==> config.mk <==
export PLATFORM = sky130hd
export DESIGN_NAME = olsc_top
export DESIGN_NICKNAME = d
export VERILOG_FILES = /design/src/design/olsc_pkg.sv /design/src/design/olsc_top.sv
export SDC_FILE = /design/constraint.sdc
export NUM_CORES = 1
export LEC_CHECK = 0
export BUFFER_PORTS_ARGS = -buffer_cell sky130_fd_sc_hd__buf_2
export CAP_MARGIN = 20
export CORE_ASPECT_RATIO = 0.9
export CORE_UTILIZATION = 58
export DETAILED_ROUTE_END_ITERATION = 7
export PLACE_DENSITY = 0.8
export SYNTH_ARGS = -nofsm -noshare
export SYNTH_HDL_FRONTEND = slang
export SYNTH_SLANG_ARGS = --single-unit
==> constraint.sdc <==
create_clock -name CLK_I -period 8.5 [get_ports CLK_I]
set_input_delay 0.85 -clock CLK_I [delete_from_list [all_inputs] [get_ports CLK_I]]
set_output_delay 0.85 -clock CLK_I [all_outputs]
set_load 0.005 [all_outputs]
==> src/design/olsc_pkg.sv <==
// Package: constants and types for on-state open-load and sense-mode control
// Operation
// RULE1: High ratio: check open load continuously while channel conducts.
// RULE2: Open load found: fault pin low, flag set, channel stays on.
// RULE3: Fault pin releases when cause goes; latched flag stays set.
// RULE4: High ratio: fault read while channel off clears the flag.
// RULE5: High ratio: read while on clears flag only if cause gone.
// RULE6: Low ratio: discrete checks only, and only with fast slew.
// RULE7: Internal PWM low ratio: check at first turn-off 150 ms after last.
// RULE8: Direct input low ratio: check at each input turn-off; none at 100%.
// RULE9: Direct-input disable bit D5 makes device ignore that input.
// RULE10: Low ratio: flag clears on read after a clean completed check.
// RULE11: Sense output carries channel 0, channel 1 or temperature.
// RULE12: Bit a only: ch0; bit b only: ch1; both: temperature.
// RULE13: Overcurrent windows active: sensing off, sync pin held high.
// RULE14: Track-and-hold bit: 0 instantaneous, 1 track-and-hold.
// RULE15: Instantaneous: no channel current shown after turn-off.
// RULE16: Track-and-hold: keep pre-turn-off current after turn-off.
// RULE17: Ratio bit picks high/low ratio; low ratio lowers thresholds.
// RULE18: Instantaneous default: sync low once sense valid until switch-off.
// RULE19: Track-and-hold: sample at switch-off and drive sync high.
package olsc_pkg;
  // Register byte offsets
  localparam logic [7:0] OFS_CHANNEL_CONFIG   = 8'h00;
  localparam logic [7:0] OFS_GENERAL_CONFIG   = 8'h04;
  localparam logic [7:0] OFS_OVERCURRENT_CFG  = 8'h08;
  localparam logic [7:0] OFS_FAULT_REPORT     = 8'h0c;
  localparam logic [7:0] OFS_IRQ_STATUS       = 8'h10;
  localparam logic [7:0] OFS_IRQ_MASK         = 8'h14;
  localparam logic [7:0] OFS_SENSE_STATUS     = 8'h18;
  // Channel config fields, per channel byte 8*ch
  localparam int BIT_PWM_EN      = 0;
  localparam int BIT_FAST_SLEW   = 1;
  localparam int BIT_PWM_ON      = 2;
  localparam int BIT_DIR_DISABLE = 5;
  localparam int BIT_ON_STATE_OPEN_LOAD_FLAG_DIS    = 6;
  // General config fields
  localparam int BIT_SENSE_A     = 0;
  localparam int BIT_SENSE_B     = 1;
  localparam int BIT_TH_EN       = 2;
  // Overcurrent config field
  localparam int BIT_LOW_RATIO   = 0;
  // Reset values
  localparam logic [15:0] RST_CHANNEL_CONFIG = 16'h0000;
  localparam logic [2:0]  RST_GENERAL_CONFIG = 3'h0;
  localparam logic        RST_LOW_RATIO      = 1'b0;
  localparam logic [3:0]  RST_IRQ_MASK       = 4'h0;
  // Timing
  localparam int CLK_MHZ               = 250;
  localparam int CHECK_PERIOD_MS       = 150;
  localparam int SENSE_SETTLE_NS       = 40;
  localparam int SETTLE_CYCLES         = (SENSE_SETTLE_NS * CLK_MHZ + 999) / 1000;
  localparam longint CHECK_PERIOD_CYC  = longint'(CHECK_PERIOD_MS) * 1000 * CLK_MHZ;
  // Sense output selection
  typedef enum logic [1:0] {
    SNS_NONE = 2'h0,
    SNS_CH0  = 2'h1,
    SNS_CH1  = 2'h2,
    SNS_TEMP = 2'h3
  } olsc_sense_sel_type;
  // Sync state machine, one-hot
  typedef enum logic [2:0] {
    SY_OFF    = 3'b001,
    SY_SETTLE = 3'b010,
    SY_VALID  = 3'b100
  } olsc_sync_state_type;
  // Per-channel analog comparator sample
  typedef struct packed {
    logic low_current;
    logic on;
  } olsc_chan_obs_type;
endpackage : olsc_pkg

==> src/design/olsc_top.sv <==
// Top: open-load-in-on detection, fault flag/pin, sense routing and sync control
`timescale 1ns/10ps
`default_nettype none
module olsc_top
  import olsc_pkg::*;
#(
  parameter longint CHECK_CYCLES = CHECK_PERIOD_CYC
) (
  // Clock, reset, enable
  input  wire  logic        CLK_I,
  input  wire  logic        RESET_I,
  input  wire  logic        CE_I,
  // AHB-Lite slave
  input  wire  logic        HSEL_I,
  input  wire  logic [31:0] HADDR_I,
  input  wire  logic [1:0]  HTRANS_I,
  input  wire  logic        HWRITE_I,
  input  wire  logic [2:0]  HSIZE_I,
  input  wire  logic [31:0] HWDATA_I,
  input  wire  logic        HREADY_I,
  output var   logic [31:0] HRDATA_O,
  output var   logic        HREADYOUT_O,
  output var   logic        HRESP_O,
  // Channel control and analog observations (asynchronous)
  input  wire  logic [1:0]  DIRECT_IN_I,
  input  wire  logic [1:0]  LOW_CURRENT_I,
  input  wire  logic [1:0]  OC_WINDOW_I,
  // Outputs
  output var   logic [1:0]  CHANNEL_ON_O,
  output var   logic        FAULT_STATUS_PIN_N_O,
  output var   logic        SENSE_SYNC_PIN_N_O,
  output var   logic [1:0]  SENSE_SEL_O,
  output var   logic        SENSE_HOLD_O,
  output var   logic        SENSE_ENABLE_O,
  output var   logic        LOW_SENSE_RATIO_O,
  output var   logic        IRQ_O
);

  // Registers
  logic [15:0] channel_config_reg;
  logic [2:0]  general_config_reg;
  logic        low_ratio_reg;
  logic [1:0]  on_state_open_load_flag_reg;
  logic [3:0]  irq_status_reg;
  logic [3:0]  irq_mask_reg;

  // Two-flop synchronisers for pin inputs
  logic [5:0] sync1_reg;
  logic [5:0] sync2_reg;
  always_ff @(posedge CLK_I or posedge RESET_I) begin
    if (RESET_I) begin
      sync1_reg <= 6'h00;
      sync2_reg <= 6'h00;
    end else if (CE_I) begin
      sync1_reg <= {OC_WINDOW_I, LOW_CURRENT_I, DIRECT_IN_I};
      sync2_reg <= sync1_reg;
    end
  end
  logic [1:0] dir_in;
  logic [1:0] low_cur;
  logic       oc_active;
  assign dir_in    = sync2_reg[1:0];
  assign low_cur   = sync2_reg[3:2];
  assign oc_active = |sync2_reg[5:4];

  // Channel field extraction shared by both channels
  function automatic logic cfg_bit(input logic [15:0] cfg, input int ch, input int bitpos);
    cfg_bit = cfg[ch * 8 + bitpos];
  endfunction : cfg_bit

  // AHB-Lite address phase capture
  logic       wr_pend_reg;
  logic       rd_pend_reg;
  logic [7:0] addr_reg;
  logic       take;
  assign take = HSEL_I && HREADY_I && HTRANS_I[1];
  always_ff @(posedge CLK_I or posedge RESET_I) begin
    if (RESET_I) begin
      wr_pend_reg <= 1'b0;
      rd_pend_reg <= 1'b0;
      addr_reg    <= 8'h00;
    end else if (CE_I) begin
      wr_pend_reg <= take && HWRITE_I;
      rd_pend_reg <= take && !HWRITE_I;
      if (take) begin
        addr_reg <= HADDR_I[7:0];
      end
    end
  end
  // Zero wait states; every access answers OKAY
  assign HREADYOUT_O = 1'b1;
  assign HRESP_O     = 1'b0;

  // Channel on state: PWM bit when PWM enabled or direct input disabled, else direct input
  logic [1:0] chan_on;
  logic [1:0] chan_on_prev_reg;
  logic [1:0] turn_off;
  logic [1:0] use_pwm;
  always_comb begin
    for (int ch = 0; ch < 2; ch++) begin
      use_pwm[ch] = cfg_bit(channel_config_reg, ch, BIT_PWM_EN) ||
                    cfg_bit(channel_config_reg, ch, BIT_DIR_DISABLE);
      chan_on[ch] = use_pwm[ch] ? cfg_bit(channel_config_reg, ch, BIT_PWM_ON) // see RULE9
                                : dir_in[ch];
    end
  end
  assign turn_off = chan_on_prev_reg & ~chan_on;
  assign CHANNEL_ON_O = chan_on_prev_reg;
  always_ff @(posedge CLK_I or posedge RESET_I) begin
    if (RESET_I) begin
      chan_on_prev_reg <= 2'h0;
    end else if (CE_I) begin
      chan_on_prev_reg <= chan_on;
    end
  end

  // Low-ratio periodic check timer per channel (internal PWM case)
  logic [63:0] period_cnt_reg [2];
  logic [1:0]  period_due;
  always_comb begin
    for (int ch = 0; ch < 2; ch++) begin
      period_due[ch] = period_cnt_reg[ch] >= 64'(CHECK_CYCLES);
    end
  end

  // Check events and detected faults
  logic [1:0] check_evt;
  logic [1:0] fault_now;
  logic [1:0] clean_check_reg;
  always_comb begin
    for (int ch = 0; ch < 2; ch++) begin
      check_evt[ch] = 1'b0;
      fault_now[ch] = 1'b0;
      if (!cfg_bit(channel_config_reg, ch, BIT_ON_STATE_OPEN_LOAD_FLAG_DIS)) begin
        if (!low_ratio_reg) begin
          fault_now[ch] = chan_on_prev_reg[ch] && low_cur[ch];             // see RULE1
        end else if (cfg_bit(channel_config_reg, ch, BIT_FAST_SLEW)) begin // see RULE6
          // Sampled at turn-off, ahead of any off-state check
          check_evt[ch] = turn_off[ch] && (!use_pwm[ch] || period_due[ch]); // see RULE7 see RULE8
          fault_now[ch] = check_evt[ch] && low_cur[ch];
        end
      end
    end
  end

  // PWM at 100% duty never turns off, so a due check runs on the live level
  logic [1:0] full_duty_evt;
  always_comb begin
    for (int ch = 0; ch < 2; ch++) begin
      full_duty_evt[ch] = low_ratio_reg && use_pwm[ch] && chan_on[ch] && chan_on_prev_reg[ch] &&
                          period_due[ch] && cfg_bit(channel_config_reg, ch, BIT_FAST_SLEW) &&
                          !cfg_bit(channel_config_reg, ch, BIT_ON_STATE_OPEN_LOAD_FLAG_DIS);
    end
  end
  logic [1:0] any_evt;
  logic [1:0] any_fault;
  assign any_evt   = check_evt | full_duty_evt;
  assign any_fault = fault_now | (full_duty_evt & low_cur);

  // Period counters restart at every low-ratio check
  always_ff @(posedge CLK_I or posedge RESET_I) begin
    if (RESET_I) begin
      period_cnt_reg[0] <= 64'h0;
      period_cnt_reg[1] <= 64'h0;
    end else if (CE_I) begin
      for (int ch = 0; ch < 2; ch++) begin
        if (any_evt[ch]) begin
          period_cnt_reg[ch] <= 64'h0;
        end else if (!period_due[ch]) begin
          period_cnt_reg[ch] <= period_cnt_reg[ch] + 64'h1; // see RULE7
        end
      end
    end
  end

  // Fault register read strobe, data phase
  logic fault_read;
  assign fault_read = rd_pend_reg && (addr_reg == OFS_FAULT_REPORT);

  // Clean-check memory for low ratio clearing
  always_ff @(posedge CLK_I or posedge RESET_I) begin
    if (RESET_I) begin
      clean_check_reg <= 2'h0;
    end else if (CE_I) begin
      for (int ch = 0; ch < 2; ch++) begin
        if (any_evt[ch]) begin
          clean_check_reg[ch] <= !any_fault[ch];
        end else if (fault_read) begin
          clean_check_reg[ch] <= 1'b0;
        end
      end
    end
  end

  // Latched on-state open-load flag; a new fault wins over a clear
  logic [1:0] flag_clear;
  always_comb begin
    for (int ch = 0; ch < 2; ch++) begin
      if (!low_ratio_reg) begin
        flag_clear[ch] = fault_read && (!chan_on_prev_reg[ch] || !low_cur[ch]); // see RULE4 see RULE5
      end else begin
        flag_clear[ch] = fault_read && clean_check_reg[ch];                     // see RULE10
      end
    end
  end
  always_ff @(posedge CLK_I or posedge RESET_I) begin
    if (RESET_I) begin
      on_state_open_load_flag_reg <= 2'h0;
    end else if (CE_I) begin
      for (int ch = 0; ch < 2; ch++) begin
        if (any_fault[ch]) begin
          on_state_open_load_flag_reg[ch] <= 1'b1; // see RULE2
        end else if (flag_clear[ch]) begin
          on_state_open_load_flag_reg[ch] <= 1'b0; // see RULE3
        end
      end
    end
  end

  // Live fault pin: follows the cause, not the latch; channel is left on
  logic [1:0] cause_reg;
  always_ff @(posedge CLK_I or posedge RESET_I) begin
    if (RESET_I) begin
      cause_reg <= 2'h0;
    end else if (CE_I) begin
      for (int ch = 0; ch < 2; ch++) begin
        if (!low_ratio_reg) begin
          cause_reg[ch] <= fault_now[ch];                        // see RULE2 see RULE3
        end else if (any_evt[ch]) begin
          cause_reg[ch] <= any_fault[ch];
        end else if (cfg_bit(channel_config_reg, ch, BIT_ON_STATE_OPEN_LOAD_FLAG_DIS)) begin
          cause_reg[ch] <= 1'b0;
        end
      end
    end
  end
  always_ff @(posedge CLK_I or posedge RESET_I) begin
    if (RESET_I) begin
      FAULT_STATUS_PIN_N_O <= 1'b1;
    end else if (CE_I) begin
      FAULT_STATUS_PIN_N_O <= ~|cause_reg; // see RULE2 see RULE3
    end
  end

  // Sense routing selection
  olsc_sense_sel_type sense_sel;
  always_comb begin
    case ({general_config_reg[BIT_SENSE_B], general_config_reg[BIT_SENSE_A]})
      2'b01:   sense_sel = SNS_CH0;  // see RULE11 see RULE12
      2'b10:   sense_sel = SNS_CH1;  // see RULE12
      2'b11:   sense_sel = SNS_TEMP; // see RULE12
      default: sense_sel = SNS_NONE;
    endcase
  end
  logic sel_on;
  logic sel_off_evt;
  logic sel_is_chan;
  assign sel_is_chan = (sense_sel == SNS_CH0) || (sense_sel == SNS_CH1);
  assign sel_on      = (sense_sel == SNS_CH1) ? chan_on_prev_reg[1] : chan_on_prev_reg[0];
  assign sel_off_evt = (sense_sel == SNS_CH1) ? turn_off[1] : turn_off[0];

  // Sync state machine: settle after turn-on, valid until switch-off
  olsc_sync_state_type sync_state_reg;
  olsc_sync_state_type sync_state_next;
  logic [7:0]          settle_cnt_reg;
  always_comb begin
    sync_state_next = sync_state_reg;
    case (sync_state_reg)
      SY_OFF: begin
        if (sel_is_chan && sel_on && !oc_active) begin
          sync_state_next = SY_SETTLE;
        end
      end
      SY_SETTLE: begin
        if (!sel_on || oc_active || !sel_is_chan) begin
          sync_state_next = SY_OFF;
        end else if (settle_cnt_reg == 8'(SETTLE_CYCLES - 1)) begin
          sync_state_next = SY_VALID;
        end
      end
      SY_VALID: begin
        if (!sel_on || oc_active || !sel_is_chan) begin
          sync_state_next = SY_OFF; // see RULE18
        end
      end
      default: sync_state_next = SY_OFF;
    endcase
  end
  always_ff @(posedge CLK_I or posedge RESET_I) begin
    if (RESET_I) begin
      sync_state_reg <= SY_OFF;
      settle_cnt_reg <= 8'h00;
    end else if (CE_I) begin
      sync_state_reg <= sync_state_next;
      settle_cnt_reg <= (sync_state_reg == SY_SETTLE) ? settle_cnt_reg + 8'h01 : 8'h00;
    end
  end

  // Hold latch for track-and-hold; set at switch-off, lost on reselect
  logic hold_reg;
  logic th_mode;
  logic [1:0] prev_sel_reg;
  assign th_mode = general_config_reg[BIT_TH_EN]; // see RULE14
  always_ff @(posedge CLK_I or posedge RESET_I) begin
    if (RESET_I) begin
      hold_reg     <= 1'b0;
      prev_sel_reg <= 2'h0;
    end else if (CE_I) begin
      prev_sel_reg <= sense_sel;
      // The switch-off cycle still shows the channel on, so it must not clear the hold
      if (!th_mode || sense_sel != olsc_sense_sel_type'(prev_sel_reg) || (sel_on && !sel_off_evt)) begin
        hold_reg <= 1'b0;
      end else if (sel_off_evt && sync_state_reg == SY_VALID) begin
        hold_reg <= 1'b1; // see RULE16 see RULE19
      end
    end
  end

  // Sense and sync outputs
  always_ff @(posedge CLK_I or posedge RESET_I) begin
    if (RESET_I) begin
      SENSE_SEL_O        <= SNS_NONE;
      SENSE_HOLD_O       <= 1'b0;
      SENSE_ENABLE_O     <= 1'b0;
      SENSE_SYNC_PIN_N_O <= 1'b1;
      LOW_SENSE_RATIO_O  <= RST_LOW_RATIO;
    end else if (CE_I) begin
      SENSE_SEL_O        <= sense_sel;
      SENSE_HOLD_O       <= hold_reg;
      // Channel current only while on, or held; temperature at any time; nothing in an overcurrent window
      SENSE_ENABLE_O     <= !oc_active && (sense_sel == SNS_TEMP ||                  // see RULE13
                            (sel_is_chan && (sel_on || (th_mode && hold_reg))));     // see RULE15
      SENSE_SYNC_PIN_N_O <= !(sync_state_next == SY_VALID) || oc_active;             // see RULE13 see RULE18
      LOW_SENSE_RATIO_O  <= low_ratio_reg; // see RULE17
    end
  end

  // Register writes
  always_ff @(posedge CLK_I or posedge RESET_I) begin
    if (RESET_I) begin
      channel_config_reg <= RST_CHANNEL_CONFIG;
      general_config_reg <= RST_GENERAL_CONFIG;
      low_ratio_reg      <= RST_LOW_RATIO;
      irq_mask_reg       <= RST_IRQ_MASK;
    end else if (CE_I && wr_pend_reg) begin
      case (addr_reg)
        OFS_CHANNEL_CONFIG:  channel_config_reg <= HWDATA_I[15:0];
        OFS_GENERAL_CONFIG:  general_config_reg <= HWDATA_I[2:0];
        OFS_OVERCURRENT_CFG: low_ratio_reg      <= HWDATA_I[BIT_LOW_RATIO]; // see RULE17
        OFS_IRQ_MASK:        irq_mask_reg       <= HWDATA_I[3:0];
        default: ;
      endcase
    end
  end

  // Interrupt status: set on each detected fault or check event; read clears, set wins
  logic       irq_read;
  logic [3:0] irq_set;
  assign irq_read = rd_pend_reg && (addr_reg == OFS_IRQ_STATUS);
  assign irq_set  = {any_evt, any_fault};
  always_ff @(posedge CLK_I or posedge RESET_I) begin
    if (RESET_I) begin
      irq_status_reg <= 4'h0;
    end else if (CE_I) begin
      irq_status_reg <= (irq_read ? 4'h0 : irq_status_reg) | irq_set;
    end
  end
  assign IRQ_O = |(irq_status_reg & irq_mask_reg);

  // Read data mux; unmapped offsets read zero
  always_comb begin
    case (addr_reg)
      OFS_CHANNEL_CONFIG:  HRDATA_O = {16'h0000, channel_config_reg};
      OFS_GENERAL_CONFIG:  HRDATA_O = {29'h0, general_config_reg};
      OFS_OVERCURRENT_CFG: HRDATA_O = {31'h0, low_ratio_reg};
      OFS_FAULT_REPORT:    HRDATA_O = {28'h0, cause_reg, on_state_open_load_flag_reg};
      OFS_IRQ_STATUS:      HRDATA_O = {28'h0, irq_status_reg};
      OFS_IRQ_MASK:        HRDATA_O = {28'h0, irq_mask_reg};
      OFS_SENSE_STATUS:    HRDATA_O = {26'h0, hold_reg, sync_state_reg, sense_sel};
      default:             HRDATA_O = 32'h0;
    endcase
  end

endmodule : olsc_top
`default_nettype wire

* Word-level counts from Yosys, hierarchy flattened
Cells that the tools add are included.
** Word-level totals
- Register bits :: 205
- Output and inout bits :: 44
- Logic and storage cells :: 199
** Operators by class
- Add/subtract/negate cells :: 3
- Magnitude comparators :: 2
- Equal/unequal tests :: 22
- Mux-type cells :: 46
- Bitwise logic cells :: 7
- Reductions and logical operators :: 91
** Operators with widths (count)
- 64-bit two-way mux :: 4
- 64-bit by 1-bit adder with 64-bit output, second input constant :: 2
- 64-bit by 26-bit >= comparator with 1-bit output, second input constant :: 2
- 16-bit case mux with 7 select lines :: 1
- 1-bit logical AND :: 36
- 1-bit two-way mux :: 33
- 2-bit AND reduction :: 14
- 8-bit by 4-bit equality test with 1-bit output, second input constant :: 3
- 8-bit by 5-bit equality test with 1-bit output, second input constant :: 3
- 1-bit logical NOT :: 18
- 1-bit logical OR :: 14
- 3-bit two-way mux :: 4
- 2-bit nonzero test :: 5
- 3-bit case mux with 3 select lines :: 1
- 8-bit by 1-bit adder with 8-bit output, second input constant :: 1
- 2-bit equality test, second input constant :: 4
- 8-bit by 3-bit equality test with 1-bit output, second input constant :: 1
- 8-bit logical NOT :: 1
- 8-bit two-way mux :: 1
- 3-bit equality test, second input constant :: 2
- 3-bit by 2-bit != test with 1-bit output, second input constant :: 2
- 2-bit case mux with 3 select lines :: 1
- 2-bit bitwise AND :: 2
- 4-bit bitwise AND :: 1
- other kinds (11) :: 15

* Logic depth before layout (Yosys ltp)
Gate-level depths: netlist of the first run.
- Depth after elaboration :: 12
- Depth in mapped cells :: 9
- Depth with buffers taken out :: 7

* Least setup slack after synthesis of the first run
OpenSTA, ideal clock, no wires.
- Path type :: register to output
- From :: reg addr_reg[5]
- To :: out HRDATA_O[10]
- Data arrival time :: 1.621 ns
- Path slack :: 6.029 ns
- Cell stages (with the launch flop) :: 6
- Buffers on the path :: 1
- Path through :: dfrtp_1 -> nor3_1 -> nand2b_1 -> nor4b_2 -> clkbuf_1 -> and2_1
** Between the ends
- Cells in the longest elaborated chain, start to end :: 2
** Ends and longest elaborated chain
- start, declared :: RTL line olsc_top.sv:74 : logic [7:0] addr_reg;
- start signal, assigned :: RTL line olsc_top.sv:86 : addr_reg <= HADDR_I[7:0];
- 8-bit by 5-bit equality test with 1-bit output (tied with other cells) :: RTL line olsc_top.sv:372 : case (addr_reg)
- 16-bit case mux with 7 select lines * :: RTL line olsc_top.sv:372
- end, declared :: RTL line olsc_top.sv:21 : output var logic [31:0] HRDATA_O,
Every way passes the cells marked *; elsewhere a longest branch is shown, timed or not.

* Worst setup path after layout of the first run
- From :: reg addr_reg[5]
- To :: out HRDATA_O[0]
Same word-level chain as after synthesis.

==> results_dict.tcl, run 1 <==
set metrics [dict create \
    outcome "complete, but fails checks" \
    failed_checks "DRC" \
    grt_max_degree 124 \
    ant_nets 0 \
    fin_area_sq_um 10900 \
    cts_max_level 1 \
    antenna_found_initial 0 \
    min_period_ps 3670 \
    layout_common_cells "dfrtp_1, and2_1, buf_2" \
    numCtsBuffers 22 \
    drv_slew 0 \
    placed_cell_area_sq_um 10200 \
    post-synth-top-area-fraction 0.519 \
    grt-ovfl-total 0 \
    dieWidth_um 139 \
    drc 15 \
    drive_above_1_share 0.169 \
    via_count 7390 \
    grt_use_total 0.248 \
    max-slew-margin-rel 0.426 \
    syn_area_sq_um 9750 \
    crit_family "simple AND/OR/NAND/NOR gates" \
    postCtsSetupRepairBufs 0 \
    core_area_sq_um 16300 \
    power_mw 2.09 \
    synth_seq_cells 205 \
    final-hold-violation-count 0 \
    fin_crit_sh 0.432 \
    finalSetupViolCount 0 \
    pre_cts_ws_ps 5390 \
    fin_util 0.666 \
    fmax_ghz 0.272 \
    async_reset_ff_frac 1.00 \
    dp.cells 1173 \
    start_util 0.598 \
    finalWeightedCongestion 0.853 \
    yosys_warnings 0 \
    nets 1083 \
    path_class "flip-flop to output port" \
    setup_ws_ps 4830 \
    io_buffers 62 \
    cp_data_required_time_ps 7650 \
    area_growth_pct 11.4 \
    cts_sinks 205 \
    synth_cell_type_count 64 \
    fin_cells 1212 \
    fin_tns_setup_ps 0 \
    ctsHoldBuffers 0 \
    grt_pass1_vias 7097 \
    worstMarginPinSlew_ps 861 \
    crit_chain "nor3_1 > nand2b_1 > nor4b_4 > buf_4 > a22oi_1 > nand3_1 > buf_2" \
    syn_inst 936 \
    io_pins 125 \
    diodes 0 \
    ctsResizeCount 0 \
    largest_reg_flops 128 \
    avgRoutedWirePerCell_um 17.1 \
    fin_hold_ws_ps 483 \
    synth-edff-count 0 \
    clk_pin_slew_worst_paths_ps 60 \
    dr.pass1.iters 7 \
    crit_path_max_fanout 12 \
    peakVddDrop_mv 0.149 \
    ys_top_cells_by_area "dfrtp_1, mux2_2, and2_1, nand4_1, a21oi_1" \
    hpwl_mm 13.7 \
    cp_slowest_cell "nor4b_4" \
    worst_path_largest_cell_delay_ps 700 \
    rsz0062_at_grt "false" \
    cts_tree "yes" \
    insertion_delay_ps 510 \
    fin_worst_skew_ps 27.2 \
    fp.dieArea_sq_um 17300 \
    grt_pass1_wl_mm 35.0 \
    power_density_nw_per_um2 193 \
    worstSetupEndpointType "output port" \
    cp-start-kind "flip-flop" \
    seq_area_frac_synth 0.527 \
    worstPathArrival_ps 2820 \
    drt-initial-drc-count 670 \
    clock_path_buffers 3 \
    fillCellCount 1236 \
    synth_top_cell_by_area "dfrtp_1" \
    cp_num_buf_inv 2 \
    vias_per_cell 6.10 \
    min_path_type "flip-flop to flip-flop" \
    synth_area_per_cell_sq_um 10.4 \
    synth_flop_cell "dfrtp_1" \
    layout_commonest_cell "dfrtp_1" \
    die_y_um 125 \
    routed_wl_mm 20.7 \
    root_buffer "clkbuf_16" \
    cap_viol_max_count 0 \
    core.rowCount 44 \
    p_leak_nw 5.01 \
]
[worst paths after layout]
kind	start	end	slack, ps	cells after the start
hold / removal	period_cnt_reg[127]$_DFFE_PP0P_	period_cnt_reg[127]$_DFFE_PP0P_	480	1
max in group asynchronous	RESET_I	SENSE_SYNC_PIN_N_O$_DFFE_PP1P_	6890	4
hold reg to reg	period_cnt_reg[127]$_DFFE_PP0P_	period_cnt_reg[127]$_DFFE_PP0P_	480	1
min in group asynchronous	RESET_I	channel_config_reg[11]$_DFFE_PP0P_	500	2
setup reg to reg	period_cnt_reg[30]$_DFFE_PP0P_	period_cnt_reg[6]$_DFFE_PP0P_	5470	6
setup / recovery	addr_reg[5]$_DFFE_PP0P_	HRDATA_O[0]	4830	7
[per-layer routing]
layer / up-vias / part of all wire / track usage
met4: 0 / 0.023 / 0.0712
met2: 257 / 0.46 / 0.389
met3: 42 / 0.059 / 0.0360
li1: 3466 / - / -
met1: 3625 / 0.46 / 0.363
met5: - / 0 / 0
[worst register-to-register path, cell delays in order, from the launching register on]
cell and delay, ps:
dfrtp_1 390, nor4_1 540, nand4_1 230, nor3_2 640, a31o_2 720, o311ai_0 290, o41ai_1 110
[cell families after synthesis]
family | count (synthesis) | share of synthesized area
AOI/OAI and AO/OA | 146 | 0.0963
xor gates and xnor gates | 21 | 0.0189
adders and majority gates | 11 | 0.0141
buffers and inverters | 78 | 0.0394
DFF | 205 | 0.527
muxes | 61 | 0.0691
other | 2 | 0.000771
and+or+nand+nor | 412 | 0.235
[where the power goes]
group | switching, mW | internal (mW) | total, mW
Clock | 0.376 | 0.513 | 0.889
Combinational | 0.0797 | 0.0647 | 0.144
Sequential | 0.0426 | 1.02 | 1.06
Total | 0.498 | 1.60 | 2.09
[final cells by class]
type | instances | area, sq um | share of cell area
Clock buffer | 33 | 632 | 0.0582
Inverter | 22 | 90.1 | 0.00830
Tap cell | 207 | 259 | 0.0239
Clock inverter | 5 | 36.3 | 0.00334
Multi-Input combinational cell | 669 | 4310 | 0.397
Timing Repair Buffer | 71 | 398 | 0.0366
Sequential cell | 205 | 5130 | 0.473
[synthesized netlist by cell type, drive strengths merged (3+ instances only)]
master  count
o22ai       3
xnor2       7
and4        9
a21o        4
nand3b      3
nor3       22
inv        22
a22oi      11
or4        12
nor4b       4
o21a        5
or3        17
o211ai      5
o31ai       9
dfrtp     202
nor4       26
buf        24
nand4      43
nand2b      8
mux2       50
nand2      57
nand3      48
and3       13
xor2       14
a31o        4
a21oi      50
or2         3
clkbuf     32
ha         11
nor2       58
a31oi       7
a211oi      5
and2       85
mux2i      11
o21ai      25
dfstp       3
(Power assumes the default switching activity.)
==> run 2: changes to the inputs <==
- clock period: 8.5 -> 3.48 ns (I/O delays scaled with it)
==> run 2 against run 1 <==
Net effect:
- first-iteration DRC count is 14% lower
- combinational power is 150% higher
- total power grew to 2.7 times the previous value
- clock-buffer cell count is 9 lower
- clock power grew to 2.9 times the previous value
- design area is 2.4% higher
- worst setup slack worse by 4300 ps
- cell count is 1.2% higher
- non-clock buffer count is 13 higher
- die area stayed put
- critical path depth stayed put
- register-to-register slack worse by 4900 ps
- the flow still finishes with violations (DRC)
==> results_dict.tcl, run 2 (same netlist as run 1, synthesis figures left out) <==
set metrics [dict create \
    finalWeightedCongestion 0.885 \
    fin_worst_skew_ps 28.3 \
    vias_per_cell 6.06 \
    worstMarginPinSlew_ps 903 \
    io_buffers 62 \
    nets 1096 \
    rsz0062_at_grt "false" \
    diodes 0 \
    highest_layer "met4" \
    antenna_found_initial 0 \
    ff_latch_area_sq_um 5130 \
    worstSetupEndpointType "output port" \
    wl_met2_mm 9.56 \
    area_growth_pct 14.1 \
    clock_path_buffers 3 \
    drc 15 \
    power_density_nw_per_um2 500 \
    max-slew-margin-rel 0.396 \
    power_mw 5.56 \
    crit_family "simple AND/OR/NAND/NOR gates" \
    worstPathArrival_ps 2610 \
    r2r_cells 6 \
    grt_pass1_vias 7071 \
    met3_length_mm 1.20 \
    largest_reg_flops 128 \
    path_class "flip-flop to output port" \
    finalSetupViolCount 0 \
    clk_pin_slew_worst_paths_ps 60 \
    pre_cts_ws_ps 642 \
    ctsResizeCount 0 \
    wl_met1_mm 9.84 \
    drv_slew 0 \
    cp_num_buf_inv 1 \
    io_pins 125 \
    fmax_ghz 0.338 \
    worst_path_largest_cell_delay_ps 730 \
    setup_ws_ps 518 \
    grt_max_degree 119 \
    insertion_delay_ps 510 \
    cts_tree "yes" \
    core.rowCount 44 \
    p_leak_nw 5.15 \
    dr.pass1.iters 7 \
    crit_path_max_fanout 4 \
    reg2reg_to "period_cnt_reg[11]$_DFFE_PP0P_" \
    layout_common_cells "dfrtp_1, and2_1, buf_2" \
    grt_use_total 0.252 \
    final-hold-violation-count 0 \
    crit_chain "nor3_1 > nand2_1 > nor4b_1 > a22oi_1 > nand3_1 > a221o_1 > buf_2" \
    outcome "complete, but fails checks" \
    ant_nets 0 \
    r2r-start "period_cnt_reg[11]$_DFFE_PP0P_" \
    grt_pass1_wl_mm 35.8 \
    cts_sinks 205 \
    fillCellCount 1216 \
    grt-ovfl-total 0 \
    die_y_um 125 \
    cp-start-kind "flip-flop" \
    cts_max_level 1 \
    failed_checks "DRC" \
    cp_slowest_cell "nor4b_1" \
    fp.dieArea_sq_um 17300 \
    drive_above_1_share 0.186 \
    dieWidth_um 139 \
    hpwl_mm 13.8 \
    routed_wl_mm 21.1 \
    r2r_slack_ps 580 \
    numCtsBuffers 22 \
    multiInputGateArea_sq_um 4310 \
    min_period_ps 2960 \
    hp-start "HWRITE_I" \
    drt-initial-drc-count 578 \
    worstHoldPathCells 2 \
    holdPathEnd "rd_pend_reg$_DFFE_PP0P_" \
    root_buffer "clkbuf_16" \
    cap_viol_max_count 0 \
    peakVddDrop_mv 0.463 \
    fin_hold_ws_ps 32.9 \
    core_area_sq_um 16300 \
    min_path_type "input port to flip-flop" \
    avgRoutedWirePerCell_um 17.2 \
    cp_data_required_time_ps 3130 \
    start_util 0.598 \
    fin_crit_sh 0.851 \
    fin_tns_setup_ps 0 \
    layout_commonest_cell "dfrtp_1" \
    via_count 7441 \
]
[run 2: layout make-up]
type	count	share of cell area
Sequential cell	205	0.462
Multi-Input combinational cell	669	0.387
Clock buffer	24	0.0511
Timing Repair Buffer	84	0.0463
Tap cell	207	0.0233
Clock inverter	16	0.0225
Inverter	22	0.00776
[run 2: worst reg2reg max path, stage by stage (launching register included)]
cell and delay, ps:
dfrtp_1 430, or4_1 530, a2111oi_0 570, o32a_2 410
a31oi_2 380, buf_4 310, nor3_1 190
[run 2: worst max-delay path by stage]
| stage | startpoint | end | slack [ps] | cells past startpoint |
|---|---|---|---|---|
| floorplan | RESET_I | CHANNEL_ON_O[0]$_DFFE_PP0P_ | 480 | 1 |
| global route | addr_reg[5]$_DFFE_PP0P_ | HRDATA_O[1] | 380 | 7 |
| global placement | period_cnt_reg[11]$_DFFE_PP0P_ | period_cnt_reg[21]$_DFFE_PP0P_ | 660 | 6 |
| finish | addr_reg[5]$_DFFE_PP0P_ | HRDATA_O[1] | 520 | 7 |
| detailed placement | period_cnt_reg[11]$_DFFE_PP0P_ | period_cnt_reg[23]$_DFFE_PP0P_ | 640 | 6 |
| CTS | addr_reg[5]$_DFFE_PP0P_ | HRDATA_O[1] | 570 | 7 |
[run 2: timing repair]
item,CTS,global route
buffers inserted,0,0
setup endpoints to repair,0,0
endpoints found under the hold margin,23,0
hold buffers,1,0
[run 2: report_power, final]
part | internal [mW] | switching (mW) | leakage [nW] | total [mW]
logic | 0.160 | 0.198 | 2.00 | 0.358
clock network | 1.63 | 0.973 | 0.399 | 2.61
registers | 2.49 | 0.105 | 2.74 | 2.59
total | 4.28 | 1.28 | 5.15 | 5.56
[run 2: layer usage]
| metal | GRT usage | up-vias |
|---|---|---|
| met4 | 0.0706 | 0 |
| li1 | - | 3508 |
| met1 | 0.371 | 3639 |
| met3 | 0.0379 | 42 |
| met5 | 0 | - |
| met2 | 0.394 | 252 |
[run 2: through the flow]
stage	cell area, sq um	cells	utilization
floorplan	9810	952	-
global placement	10300	1186	0.632
detailed placement	10300	1186	0.632
CTS	11100	1227	0.683
global route	11100	1227	0.683
finish	11100	1227	0.683
